<file path="src/lcdi_defines.vh">
`ifndef LCDI_DEFINES_VH
`define LCDI_DEFINES_VH

// Upper six bits of the slave address; the lsb comes from a pin
`define LCDI_SLAVE_ADDR_HI   6'h1D
`define LCDI_CTL_CONT_BIT    7
`define LCDI_CTL_RS_BIT      6
`define LCDI_RAM_DEPTH       80
`define LCDI_RAM_LAST        7'h4F
`define LCDI_ADDR_ZERO       7'h00
`define LCDI_OP_HOME_MASK    8'hFE
`define LCDI_OP_HOME         8'h02
`define LCDI_OP_SHIFT_MASK   8'hF0
`define LCDI_OP_SHIFT        8'h10
`define LCDI_SHIFT_DISP_BIT  3
`define LCDI_SHIFT_RIGHT_BIT 2
`define LCDI_OP_SETADDR_BIT  7
`define LCDI_DATA_REG_RST    8'h00
`define LCDI_FIFO_WIDTH      9
`define LCDI_FIFO_DEPTH      32
`define LCDI_FIFO_AW         5
`define LCDI_BITS_PER_BYTE   4'h8

`endif

</file>
<file path="src/lcdi_fifo.v">
`timescale 1ns/100ps
`default_nettype none

module lcdi_fifo #(
   parameter WIDTH = 9,
   parameter DEPTH = 32,
   parameter AW    = 5
) (
   input  wire             i_clk,
   input  wire             i_reset,
   input  wire             i_in_valid,
   output wire             o_in_ready,
   input  wire [WIDTH-1:0] i_in_data,
   output wire             o_out_valid,
   input  wire             i_out_ready,
   output wire [WIDTH-1:0] o_out_data
);

   reg [WIDTH-1:0] mem [0:DEPTH-1];
   reg [AW-1:0]    wr_ptr_r;
   reg [AW-1:0]    rd_ptr_r;
   reg [AW:0]      count_r;

   wire push = i_in_valid & o_in_ready;
   wire pop  = o_out_valid & i_out_ready;

   assign o_in_ready  = (count_r != DEPTH[AW:0]);
   assign o_out_valid = (count_r != {(AW+1){1'b0}});
   assign o_out_data  = mem[rd_ptr_r];

   always @(posedge i_clk) begin
      if (push) begin
         mem[wr_ptr_r] <= i_in_data;
      end
   end

   // Pointers wrap naturally since depth is a power of two
   always @(posedge i_clk or posedge i_reset) begin
      if (i_reset) begin
         wr_ptr_r <= {AW{1'b0}};
         rd_ptr_r <= {AW{1'b0}};
         count_r  <= {(AW+1){1'b0}};
      end else begin
         if (push) begin
            wr_ptr_r <= wr_ptr_r + {{(AW-1){1'b0}}, 1'b1};
         end
         if (pop) begin
            rd_ptr_r <= rd_ptr_r + {{(AW-1){1'b0}}, 1'b1};
         end
         if (push & ~pop) begin
            count_r <= count_r + {{AW{1'b0}}, 1'b1};
         end else if (pop & ~push) begin
            count_r <= count_r - {{AW{1'b0}}, 1'b1};
         end
      end
   end

endmodule

`default_nettype wire

</file>
<file path="src/lcdi_top.v">
// How it works
// RQ1: Home instruction loads address zero into the address counter.
// RQ2: Home also clears display shift; display RAM contents stay untouched.
// RQ3: Home leaves the data register exactly as it was.
// RQ4: Read address acknowledge copies the data register into the output shifter.
// RQ5: Data register counts as undefined until an address set or read loads it.
// RQ6: Master picks RAM target with register select while still writing.
// RQ7: Stream control byte with register select set makes reads return RAM.
// RQ8: Each read byte shifts out over eight clocks, msb first.
// RQ9: Master acknowledge loads next RAM location and advances the counter.
// RQ10: No acknowledge from master: nothing is loaded into the shifter.
// RQ11: No acknowledge: data register, counter and cursor stay unchanged.
// RQ12: Slave releases the data line during the read acknowledge phase.
// RQ13: Instructions start on the clock pulse of the following acknowledge; while i_exec_hold is high the code keeps them waiting in the FIFO.
// RQ14: RAM write stores the byte then advances the counter by one.
// RQ15: Answer only own address, lsb from pin; acknowledge written bytes; the code gives a data byte no acknowledge while the FIFO is full.
`timescale 1ns/100ps
`default_nettype none
`include "lcdi_defines.vh"

module lcdi_top (
   input  wire       i_clk,
   input  wire       i_reset,
   input  wire       i_scl,
   input  wire       i_sda_in,
   output reg        o_sda_out,
   output reg        o_sda_oe,
   input  wire       i_address_lsb_pin,
   input  wire       i_exec_hold,
   output reg  [6:0] o_addr_counter,
   output reg  [6:0] o_display_offset,
   output reg  [7:0] o_data_reg,
   output reg        o_data_reg_defined,
   output reg        o_write_pending
);

   localparam S_IDLE = 8'h01;
   localparam S_ADDR = 8'h02;
   localparam S_ACKA = 8'h04;
   localparam S_WR   = 8'h08;
   localparam S_ACKW = 8'h10;
   localparam S_RD   = 8'h20;
   localparam S_ACKR = 8'h40;
   localparam S_SKIP = 8'h80;

   reg [7:0] state_r;
   reg       scl_d_r;
   reg       sda_d_r;
   reg [7:0] shin_r;
   reg [7:0] shout_r;
   reg [3:0] cnt_r;
   reg       rd_dir_r;
   reg       expect_ctl_r;
   reg       cont_r;
   reg       rs_r;
   reg [6:0] ac_r;
   reg [6:0] ofs_r;
   reg [7:0] dreg_r;
   reg       dreg_ok_r;
   reg [7:0] ram [0:`LCDI_RAM_DEPTH-1];

   wire scl_rise = i_scl & ~scl_d_r;
   wire scl_fall = ~i_scl & scl_d_r;
   wire start    = scl_d_r & i_scl & sda_d_r & ~i_sda_in;
   wire stop     = scl_d_r & i_scl & ~sda_d_r & i_sda_in;

   wire       fifo_in_ready;
   wire       fifo_out_valid;
   wire [8:0] fifo_out_data;
   wire       push = (state_r == S_ACKW) & scl_rise & ~expect_ctl_r;
   wire       pop  = fifo_out_valid & ~i_exec_hold;
   wire       op_rs = fifo_out_data[8];
   wire [7:0] op    = fifo_out_data[7:0];

   wire addr_match = (shin_r[7:2] == `LCDI_SLAVE_ADDR_HI) &
                     (shin_r[1] == i_address_lsb_pin); // RQ15
   // Reads wait for queued writes, so the refusal is a not-acknowledge
   wire addr_ok    = addr_match & (~shin_r[0] | ~fifo_out_valid);

   wire [6:0] ac_next  = (ac_r == `LCDI_RAM_LAST) ? `LCDI_ADDR_ZERO : ac_r + 7'h01;
   wire [7:0] rd_value = rs_r ? ram[ac_next] : {o_write_pending, ac_r}; // RQ7

   lcdi_fifo #(
      .WIDTH (`LCDI_FIFO_WIDTH),
      .DEPTH (`LCDI_FIFO_DEPTH),
      .AW    (`LCDI_FIFO_AW)
   ) u_fifo (
      .i_clk       (i_clk),
      .i_reset     (i_reset),
      .i_in_valid  (push),
      .o_in_ready  (fifo_in_ready),
      .i_in_data   ({rs_r, shin_r}),
      .o_out_valid (fifo_out_valid),
      .i_out_ready (~i_exec_hold),
      .o_out_data  (fifo_out_data)
   );

   // Display RAM has no reset; its content is whatever software wrote
   always @(posedge i_clk) begin
      if (pop & op_rs) begin
         ram[ac_r] <= op; // RQ14
      end
   end

   always @(posedge i_clk or posedge i_reset) begin
      if (i_reset) begin
         state_r            <= S_IDLE;
         scl_d_r            <= 1'b1;
         sda_d_r            <= 1'b1;
         shin_r             <= 8'h00;
         shout_r            <= 8'h00;
         cnt_r              <= 4'h0;
         rd_dir_r           <= 1'b0;
         expect_ctl_r       <= 1'b1;
         cont_r             <= 1'b0;
         rs_r               <= 1'b1;
         ac_r               <= `LCDI_ADDR_ZERO;
         ofs_r              <= `LCDI_ADDR_ZERO;
         dreg_r             <= `LCDI_DATA_REG_RST;
         dreg_ok_r          <= 1'b0;
         o_sda_out          <= 1'b0;
         o_sda_oe           <= 1'b0;
         o_addr_counter     <= `LCDI_ADDR_ZERO;
         o_display_offset   <= `LCDI_ADDR_ZERO;
         o_data_reg         <= `LCDI_DATA_REG_RST;
         o_data_reg_defined <= 1'b0;
         o_write_pending    <= 1'b0;
      end else begin
         scl_d_r            <= i_scl;
         sda_d_r            <= i_sda_in;
         o_sda_out          <= 1'b0;
         o_addr_counter     <= ac_r;
         o_display_offset   <= ofs_r;
         o_data_reg         <= dreg_r;
         o_data_reg_defined <= dreg_ok_r;
         o_write_pending    <= fifo_out_valid;

         // Queued instructions; the serial side is idle for reads meanwhile
         if (pop) begin
            if (op_rs) begin
               ac_r <= ac_next; // RQ14
            end else if (op[`LCDI_OP_SETADDR_BIT]) begin
               ac_r      <= op[6:0];
               dreg_r    <= ram[op[6:0]];
               dreg_ok_r <= 1'b1;
            end else if ((op & `LCDI_OP_HOME_MASK) == `LCDI_OP_HOME) begin
               ac_r  <= `LCDI_ADDR_ZERO; // RQ1
               ofs_r <= `LCDI_ADDR_ZERO; // RQ2 RQ3
            end else if ((op & `LCDI_OP_SHIFT_MASK) == `LCDI_OP_SHIFT) begin
               if (op[`LCDI_SHIFT_DISP_BIT]) begin
                  ofs_r <= op[`LCDI_SHIFT_RIGHT_BIT] ? ofs_r + 7'h01 : ofs_r - 7'h01;
               end
            end
         end

         if (start) begin
            state_r  <= S_ADDR;
            cnt_r    <= 4'h0;
            o_sda_oe <= 1'b0;
         end else if (stop) begin
            state_r  <= S_IDLE;
            o_sda_oe <= 1'b0;
         end else begin
            case (state_r)
               S_ADDR, S_WR: begin
                  if (scl_rise) begin
                     shin_r <= {shin_r[6:0], i_sda_in};
                     cnt_r  <= cnt_r + 4'h1;
                  end else if (scl_fall && cnt_r == `LCDI_BITS_PER_BYTE) begin
                     if (state_r == S_ADDR) begin
                        if (addr_ok) begin
                           o_sda_oe <= 1'b1; // RQ15
                           rd_dir_r <= shin_r[0];
                           state_r  <= S_ACKA;
                        end else begin
                           state_r <= S_SKIP;
                        end
                     end else if (expect_ctl_r | fifo_in_ready) begin
                        o_sda_oe <= 1'b1; // RQ15
                        state_r  <= S_ACKW;
                     end else begin
                        state_r <= S_SKIP;
                     end
                  end
               end
               S_ACKA: begin
                  if (scl_rise) begin
                     expect_ctl_r <= 1'b1;
                     if (rd_dir_r) begin
                        shout_r <= dreg_r; // RQ4 RQ5
                     end
                  end else if (scl_fall) begin
                     cnt_r    <= 4'h0;
                     o_sda_oe <= rd_dir_r & ~shout_r[7]; // RQ8
                     state_r  <= rd_dir_r ? S_RD : S_WR;
                  end
               end
               S_ACKW: begin
                  if (scl_rise) begin
                     if (expect_ctl_r) begin
                        cont_r       <= shin_r[`LCDI_CTL_CONT_BIT];
                        rs_r         <= shin_r[`LCDI_CTL_RS_BIT]; // RQ6 RQ7
                        expect_ctl_r <= 1'b0;
                     end else begin
                        expect_ctl_r <= cont_r; // RQ13
                     end
                  end else if (scl_fall) begin
                     cnt_r    <= 4'h0;
                     o_sda_oe <= 1'b0;
                     state_r  <= S_WR;
                  end
               end
               S_RD: begin
                  if (scl_rise) begin
                     cnt_r <= cnt_r + 4'h1;
                  end else if (scl_fall) begin
                     if (cnt_r == `LCDI_BITS_PER_BYTE) begin
                        o_sda_oe <= 1'b0; // RQ12
                        state_r  <= S_ACKR;
                     end else begin
                        shout_r  <= {shout_r[6:0], 1'b0};
                        o_sda_oe <= ~shout_r[6]; // RQ8
                     end
                  end
               end
               S_ACKR: begin
                  if (scl_rise) begin
                     if (!i_sda_in) begin
                        shout_r   <= rd_value; // RQ9
                        if (rs_r) begin
                           dreg_r    <= rd_value;
                           dreg_ok_r <= 1'b1;
                           ac_r      <= ac_next; // RQ9
                        end
                     end else begin
                        state_r <= S_SKIP; // RQ10 RQ11
                     end
                  end else if (scl_fall) begin
                     cnt_r    <= 4'h0;
                     o_sda_oe <= ~shout_r[7]; // RQ8
                     state_r  <= S_RD;
                  end
               end
               S_IDLE, S_SKIP: begin
                  o_sda_oe <= 1'b0;
               end
               default: begin
                  state_r  <= S_IDLE;
                  o_sda_oe <= 1'b0;
               end
            endcase
         end
      end
   end

endmodule

`default_nettype wire

</file>
<file path="config.mk">
export PLATFORM = sky130hd
export DESIGN_NAME = lcdi_top
export DESIGN_NICKNAME = d
export VERILOG_FILES = /design/src/lcdi_fifo.v /design/src/lcdi_top.v
export VERILOG_INCLUDE_DIRS = /design/src
export SDC_FILE = /design/constraint.sdc
export NUM_CORES = 2
export LEC_CHECK = 0
export BUFFER_PORTS_ARGS = -buffer_cell sky130_fd_sc_hd__buf_2
export CAP_MARGIN = 20
export CORE_MARGIN = 8
export CORE_UTILIZATION = 42
export DETAILED_ROUTE_END_ITERATION = 7
export PLACE_DENSITY = 0.64
export SLEW_MARGIN = 30
export SYNTH_ARGS = -nofsm -noshare
export SYNTH_HDL_FRONTEND = slang
export SYNTH_SLANG_ARGS = --single-unit
</file>
<file path="constraint.sdc">
create_clock -name i_clk -period 4.25 [get_ports i_clk]
set_input_delay 0.425 -clock i_clk [delete_from_list [all_inputs] [get_ports i_clk]]
set_output_delay 0.425 -clock i_clk [all_outputs]
set_load 0.03 [all_outputs]
</file>
-- Word level (Yosys, flattened, before mapping)
Memories as Yosys holds them, arrays and structs flattened.
Index checks and enable logic that the tools add are counted.
- word-level logic and storage cells: 227
- register bits: 98
- bits of input ports: 6
- memory bits (writable): 928
- memories kept: 2
- equality and inequality tests: 43
- mux-type cells: 94
- add/sub/neg operators: 8
- reductions and logical operators: 21
- bitwise logic cells: 36
- memories (memory ; words ; width ; rd ports ; clocked after Yosys merged registers in ; wr ports ; line ; text):
    ram ; 80 ; 8 ; 2 ; 0 ; 1 ; lcdi_top.v:60 ; reg [7:0] ram [0:`LCDI_RAM_DEPTH-1];
    u_fifo.mem ; 32 ; 9 ; 1 ; 0 ; 1 ; lcdi_fifo.v:19 ; reg [WIDTH-1:0] mem [0:DEPTH-1];
- operator list (kind ; count):
    $mux 8 ; 34
    $mux 7 ; 15
    $pmux 8 s6 ; 1
    $ne 4x4->1 const B ; 11
    $mux 1 ; 32
    $pmux 8 s3 ; 1
    $reduce_and 12->1 ; 2
    $mux 4 ; 5
    $ne 5x5->1 const B ; 4
    $reduce_and 5->1 ; 4
    $mux 6 ; 3
    $ne 2x2->1 const B ; 9
    $and 1x1->1 ; 17
    $not 1->1 ; 17
    $add 7x1->7 const B ; 2
    $add 5x1->5 const B ; 2
    $reduce_and 10->1 ; 1
    $eq 8x1->1 const B ; 1
    $eq 8x2->1 const B ; 1
    $eq 8x3->1 const B ; 1
    $eq 8x4->1 const B ; 1
    $eq 8x5->1 const B ; 1
    $eq 8x6->1 const B ; 1
    $eq 8x7->1 const B ; 1
    other kinds (27) ; 35

-- Depth between registers and ports, before layout
An unclocked memory read counts as a cell.
- depth after elaboration: 12
- gate-level depth with buffers: 19
- mapped depth without buffers: 15

-- By module
Synthesis repeated with hierarchy kept, for this count alone.
- cells, all modules: 2881
- area, all modules: 46666.0 um2
- modules (own cells, without submodules) (module ; seq. area each (um2) ; area an instance (um2) ; cells each ; instances):
    lcdi_top ; 21276.7 ; 34496.8 ; 2265 ; 1
    lcdi_fifo ; 9048.7 ; 12169.2 ; 616 ; 1

-- Least setup slack after synthesis
OpenSTA, ideal clock, no wires.
- path type: flip-flop to flip-flop
- from: reg u_fifo.rd_ptr_r[0]
- to: reg ofs_r[6]
- slack: -0.343 ns
- setup time: 0.122 ns
- data required time: 4.128 ns
- stages on the path, launching flop included: 20
- data arrival time: 4.471 ns
- period minus slack after synthesis: 4.593 ns
- path through: dfrtp_1 -> buf_2 -> buf_4 -> mux4_2 -> o22ai_1 -> nor4_1 -> buf_2 -> clkinv_1 -> clkbuf_1 -> buf_2 -> ha_1 -> nor2b_1 -> o21ai_0 -> nand2b_1 -> a21o_1 -> a21oi_1 -> xnor2_1 -> o21ai_0 -> nand2_1 -> o21ai_1
- word-level cells in the longest chain between the ends: 5
- elaborated cells between the ends (all ways): 12
- RTL lines (item ; line ; text):
    start, declared ; lcdi_fifo.v:21 ; reg [AW-1:0] rd_ptr_r;
    start signal, assigned ; lcdi_fifo.v:41 ; rd_ptr_r <= {AW{1'b0}};
    start signal, assigned ; lcdi_fifo.v:48 ; rd_ptr_r <= rd_ptr_r + {{(AW-1){1'b0}}, 1'b1};
    $mem_v2 32x9 (*) ; n/a ;
    named net fifo_out_data[2] ; lcdi_top.v:69 ; wire [8:0] fifo_out_data;
    parallel branches: the longest is 4 deep, another holds $eq 7x1->1 ; n/a ;
    end signal, assigned ; lcdi_top.v:118 ; ofs_r <= `LCDI_ADDR_ZERO;
    end signal, assigned ; lcdi_top.v:148 ; ofs_r <= `LCDI_ADDR_ZERO;
    end signal, assigned ; lcdi_top.v:151 ; ofs_r <= op[`LCDI_SHIFT_RIGHT_BIT] ? ofs_r + 7'h01 : ofs_r - 7'h01;
    end, declared ; lcdi_top.v:57 ; reg [6:0] ofs_r;
Mark *: on every way through the listed nets, which the timed path passes. The select of a mux whose other input is x is not followed.
A chain may end at the register's enable or synchronous reset.

-- Worst setup path after layout
- from: reg u_fifo.rd_ptr_r[0]
- to: reg dreg_r[0]
- word-level cells in the longest chain between the ends: 11
- RTL lines (item ; line ; text):
    $mem_v2 32x9 (*) ; n/a ;
    $mem_v2 80x8 ; n/a ;
    $mux 8 ; lcdi_top.v:142 ; end else if (op[`LCDI_OP_SETADDR_BIT]) begin
    $mux 8 (*) ; lcdi_top.v:140 ; if (op_rs) begin
    $mux 8 (*) ; lcdi_top.v:139 ; if (pop) begin
    $mux 8 ; lcdi_top.v:230 ; if (rs_r) begin
    $mux 8 ; lcdi_top.v:228 ; if (!i_sda_in) begin
    $mux 8 ; lcdi_top.v:227 ; if (scl_rise) begin
    $mux 8 ; lcdi_top.v:164 ; case (state_r)
    $mux 8 ; lcdi_top.v:160 ; end else if (stop) begin
    $mux 8 (*) ; lcdi_top.v:156 ; if (start) begin
    end signal, assigned ; lcdi_top.v:119 ; dreg_r <= `LCDI_DATA_REG_RST;
    end signal, assigned ; lcdi_top.v:144 ; dreg_r <= ram[op[6:0]];
    end signal, assigned ; lcdi_top.v:231 ; dreg_r <= rd_value;
    end, declared ; lcdi_top.v:58 ; reg [7:0] dreg_r;
Every way passes the cells marked *; elsewhere a longest branch is shown, timed or not.

==> results.cfg <==
[global_routing]
grt_max_degree = 82
antenna_found_initial = 2
grt_pass1_vias = 30000
grt_pass1_wl_um = 201000
grt_usage_pct = 21.9
gr-total-overflow = 0

[power]
comb_power_share_pct = 1.3
power.density_nw_per_um2 = 376
switching_share_pct = 20.1
clock_power_share_pct = 45.2
vdd_drop_max_v = 0.000319
p_leak_nw = 18.8
p_sw_mw = 4.12
power.total_mw = 20.5
pwr-share-seq_pct = 53.5
internal_power_mw = 16.4

[logic_synthesis]
ys_ff_latch = 1026
async_flop_share_pct = 9.55
synth_top_area_share_pct = 58.9
synthTopCellsByArea = edfxtp_1 (59%), mux4_2 (10%), mux2i_1 (7.0%), dfrtp_1 (4.9%), nand2_1 (4.4%)
synth_top_cell_by_area = edfxtp_1
yosys_warnings = 0
syn_area_um2 = 47300
synth.distinct_cells = 78
synth_area_per_cell_um2 = 14.4
syn-num-nets = 3315
synth_ff_type = edfxtp_1
ys_seq_area_share_pct = 64.1
synth_edf_count = 928
syn_inst = 3286

[timing]
maxClockFrequency_mhz = 241
fin_crit_sh_pct = 97.6
hold_viol = 0
grt_setup_unrepaired = false
period_needed_ns = 4.15
setup_viol = 0
slew_viol_final = 0
worst_slack_ns = 0.103
max_slew_margin_pct = 32.7
skew_ns = 0.0395
tns_ns = 0
worst_slew_pin_slew_ns = 1.01

[route]
route.detailed.drc = 0
drtPass1Iterations = 8
drtIter0Drc = 4089
via_count = 30600
drt-vias-per-instance = 6.03
postRouteAntennaNets = 0
avgRoutedWirePerCell_um = 27.2
drt-total-wl_um = 138000

[run]
cap_violations = 0

[cts]
clk-insertion-delay-late_ns = 0.71
post_cts_buffers = 0
cts_tree = built
cts_max_level = 3
cts_sinks = 1026
clkTransAtPathRegs_ns = 0.06
clk_root_buffer_cell = clkbuf_16
cts_buffers = 103
clockBufferDepth = 3

[layout]
multiInputGateArea_um2 = 16100
seq_area_um2 = 30300
largest_reg_flops = 640
regMostFlops = ram
drive_gt1_share_pct = 21.9
final_nets = 3521
finish.instance_area_um2 = 54500
reg_top3 = ram (640), u_fifo.mem (288)
fill_cells = 9564
syn_to_final_growth_pct = 15.2

[setup_path]
r2r_cells = 10
start_kind = flip-flop
worstSetupEndpointType = flip-flop
crit_type = flip-flop to flip-flop
worstPathMaxFanout = 51
critical_path_arrival_ns = 4.72
crit_required_ns = 4.82

[min_path]
min_path_type = input pin to flip-flop
hold_depth = 4

[die]
ios = 32
start_util_pct = 42.2
chipWidth_um = 351
num_rows = 123
core_area_um2 = 112000
dieArea_um2 = 124000
die_h_um = 351

[placed_design]
place_congestion = 0.954
post_dp_cell_area_um2 = 50900
numPortBuffers = 30
dp_slack_ns = -0.283
dp_hpwl_um = 91600

[run_status]
status = finished, final reports clean
-- kinds of logic (layout without fill, tap and decap cells) --
family | Yosys count | after routing | share of synthesized area, %
fa+ha+maj | 23 | 23 | 0.641
other cells | 1 | 2 | 0.00793
simple gates | 1110 | 1110 | 10.4
xor+xnor | 25 | 25 | 0.463
mux | 567 | 567 | 17.7
buf+inv | 237 | 528 | 2.30
flops | 1026 | 1026 | 64.1
compound gates | 297 | 297 | 4.31
-- repair_timing --
item | CTS | global route
hold buffers | 3 | 0
setup endpoints to repair | 3 | 4
resized for setup | 5 | 6
hold endpoints to repair | 56 | 0
-- metal layers --
layer  up-vias  GRT usage (%)  routed length (um)
met3       345           5.01               15400
met2      1816           33.8               62100
met1     15400           30.2               54700
li1      13100              -                   -
met4         0           8.56                5720
met5         -              0                   0
-- path summary, 6_finish.rpt --
path	startpoint	end	slack, ns
worst min register to register	dreg_ok_r	o_data_reg_defined	0.39
max in group asynchronous	i_reset	o_addr_counter[4]	2.76
worst max-delay path	u_fifo.rd_ptr_r[0]	dreg_r[0]	0.10
worst min-delay path	i_exec_hold	u_fifo.rd_ptr_r[0]	0.19
min in group asynchronous	i_reset	u_fifo.count_r[2]	0.41
worst max register to register	u_fifo.rd_ptr_r[0]	dreg_r[0]	0.10
-- layout make-up --
cell class / instances / area share (%)
tap: 1500 / 3.45
inverter: 27 / 0.209
clock inverter: 64 / 1.28
multi-input combinational: 2023 / 29.6
sequential: 1026 / 55.7
clock buffer: 126 / 5.01
antenna: 1 / 0.00459
timing repair buffer: 311 / 4.77
-- cells in the final DEF (no fill, tap or decap), drive strengths merged, types with 45 or more instances in the layout --
master and instances:
dfrtp 93, nand2 553, clkbuf 126, o21ai 52, edfxtp 928, nand3 249, buf 308, nor2 168
mux2i 331, mux4 213, a21oi 45
-- power by group through the flow --
stage	combinational (mW)	clock (mW)	sequential, mW
6_report	0.269	9.26	11.0
5_1_grt	0.302	9.73	11.0
4_1_cts	0.271	9.37	11.0
3_5_place_dp	0.269	0	11.2
3_3_place_gp	0.263	0	11.2
2_1_floorplan	0.141	0	11.2
-- critical path, stage by stage, from the launching register on --
cell,delay [ns]
dfrtp_4,0.50
buf_4,0.30
buf_4,0.23
mux4_2,0.55
mux4_2,0.55
mux2_4,0.48
buf_12,0.28
a311o_1,0.32
a311o_1,0.39
a32oi_1,0.24
o21ai_1,0.10
-- stage by stage --
| step | cells | hold slack (ns) | util, % |
|---|---|---|---|
| after floorplan | 3286 | 0.346 | - |
| after global placement | 4884 | 0.359 | 45.4 |
| after detailed placement | 4884 | 0.370 | 45.5 |
| after CTS | 5077 | 0.158 | 48.6 |
| after global routing | 5077 | 0.218 | 48.6 |
| final | 5078 | 0.194 | 48.6 |
-- cell usage after synthesis (all sizes together), types with 10 or more instances --
library cell,number
nor2b,14
a311o,10
o22ai,33
clkbuf,90
nand4,12
buf,120
nand3,249
and3,28
o211ai,12
a22oi,11
a32oi,12
nand3b,15
a21oi,45
mux2i,331
inv,23
xnor2,18
mux2,23
edfxtp,928
a31oi,27
mux4,213
a311oi,25
a211oi,15
nor3,17
dfrtp,93
nand2,553
nor2,168
ha,21
o21ai,52
nand2b,11
No activity file was read; power rests on OpenSTA's default activity.
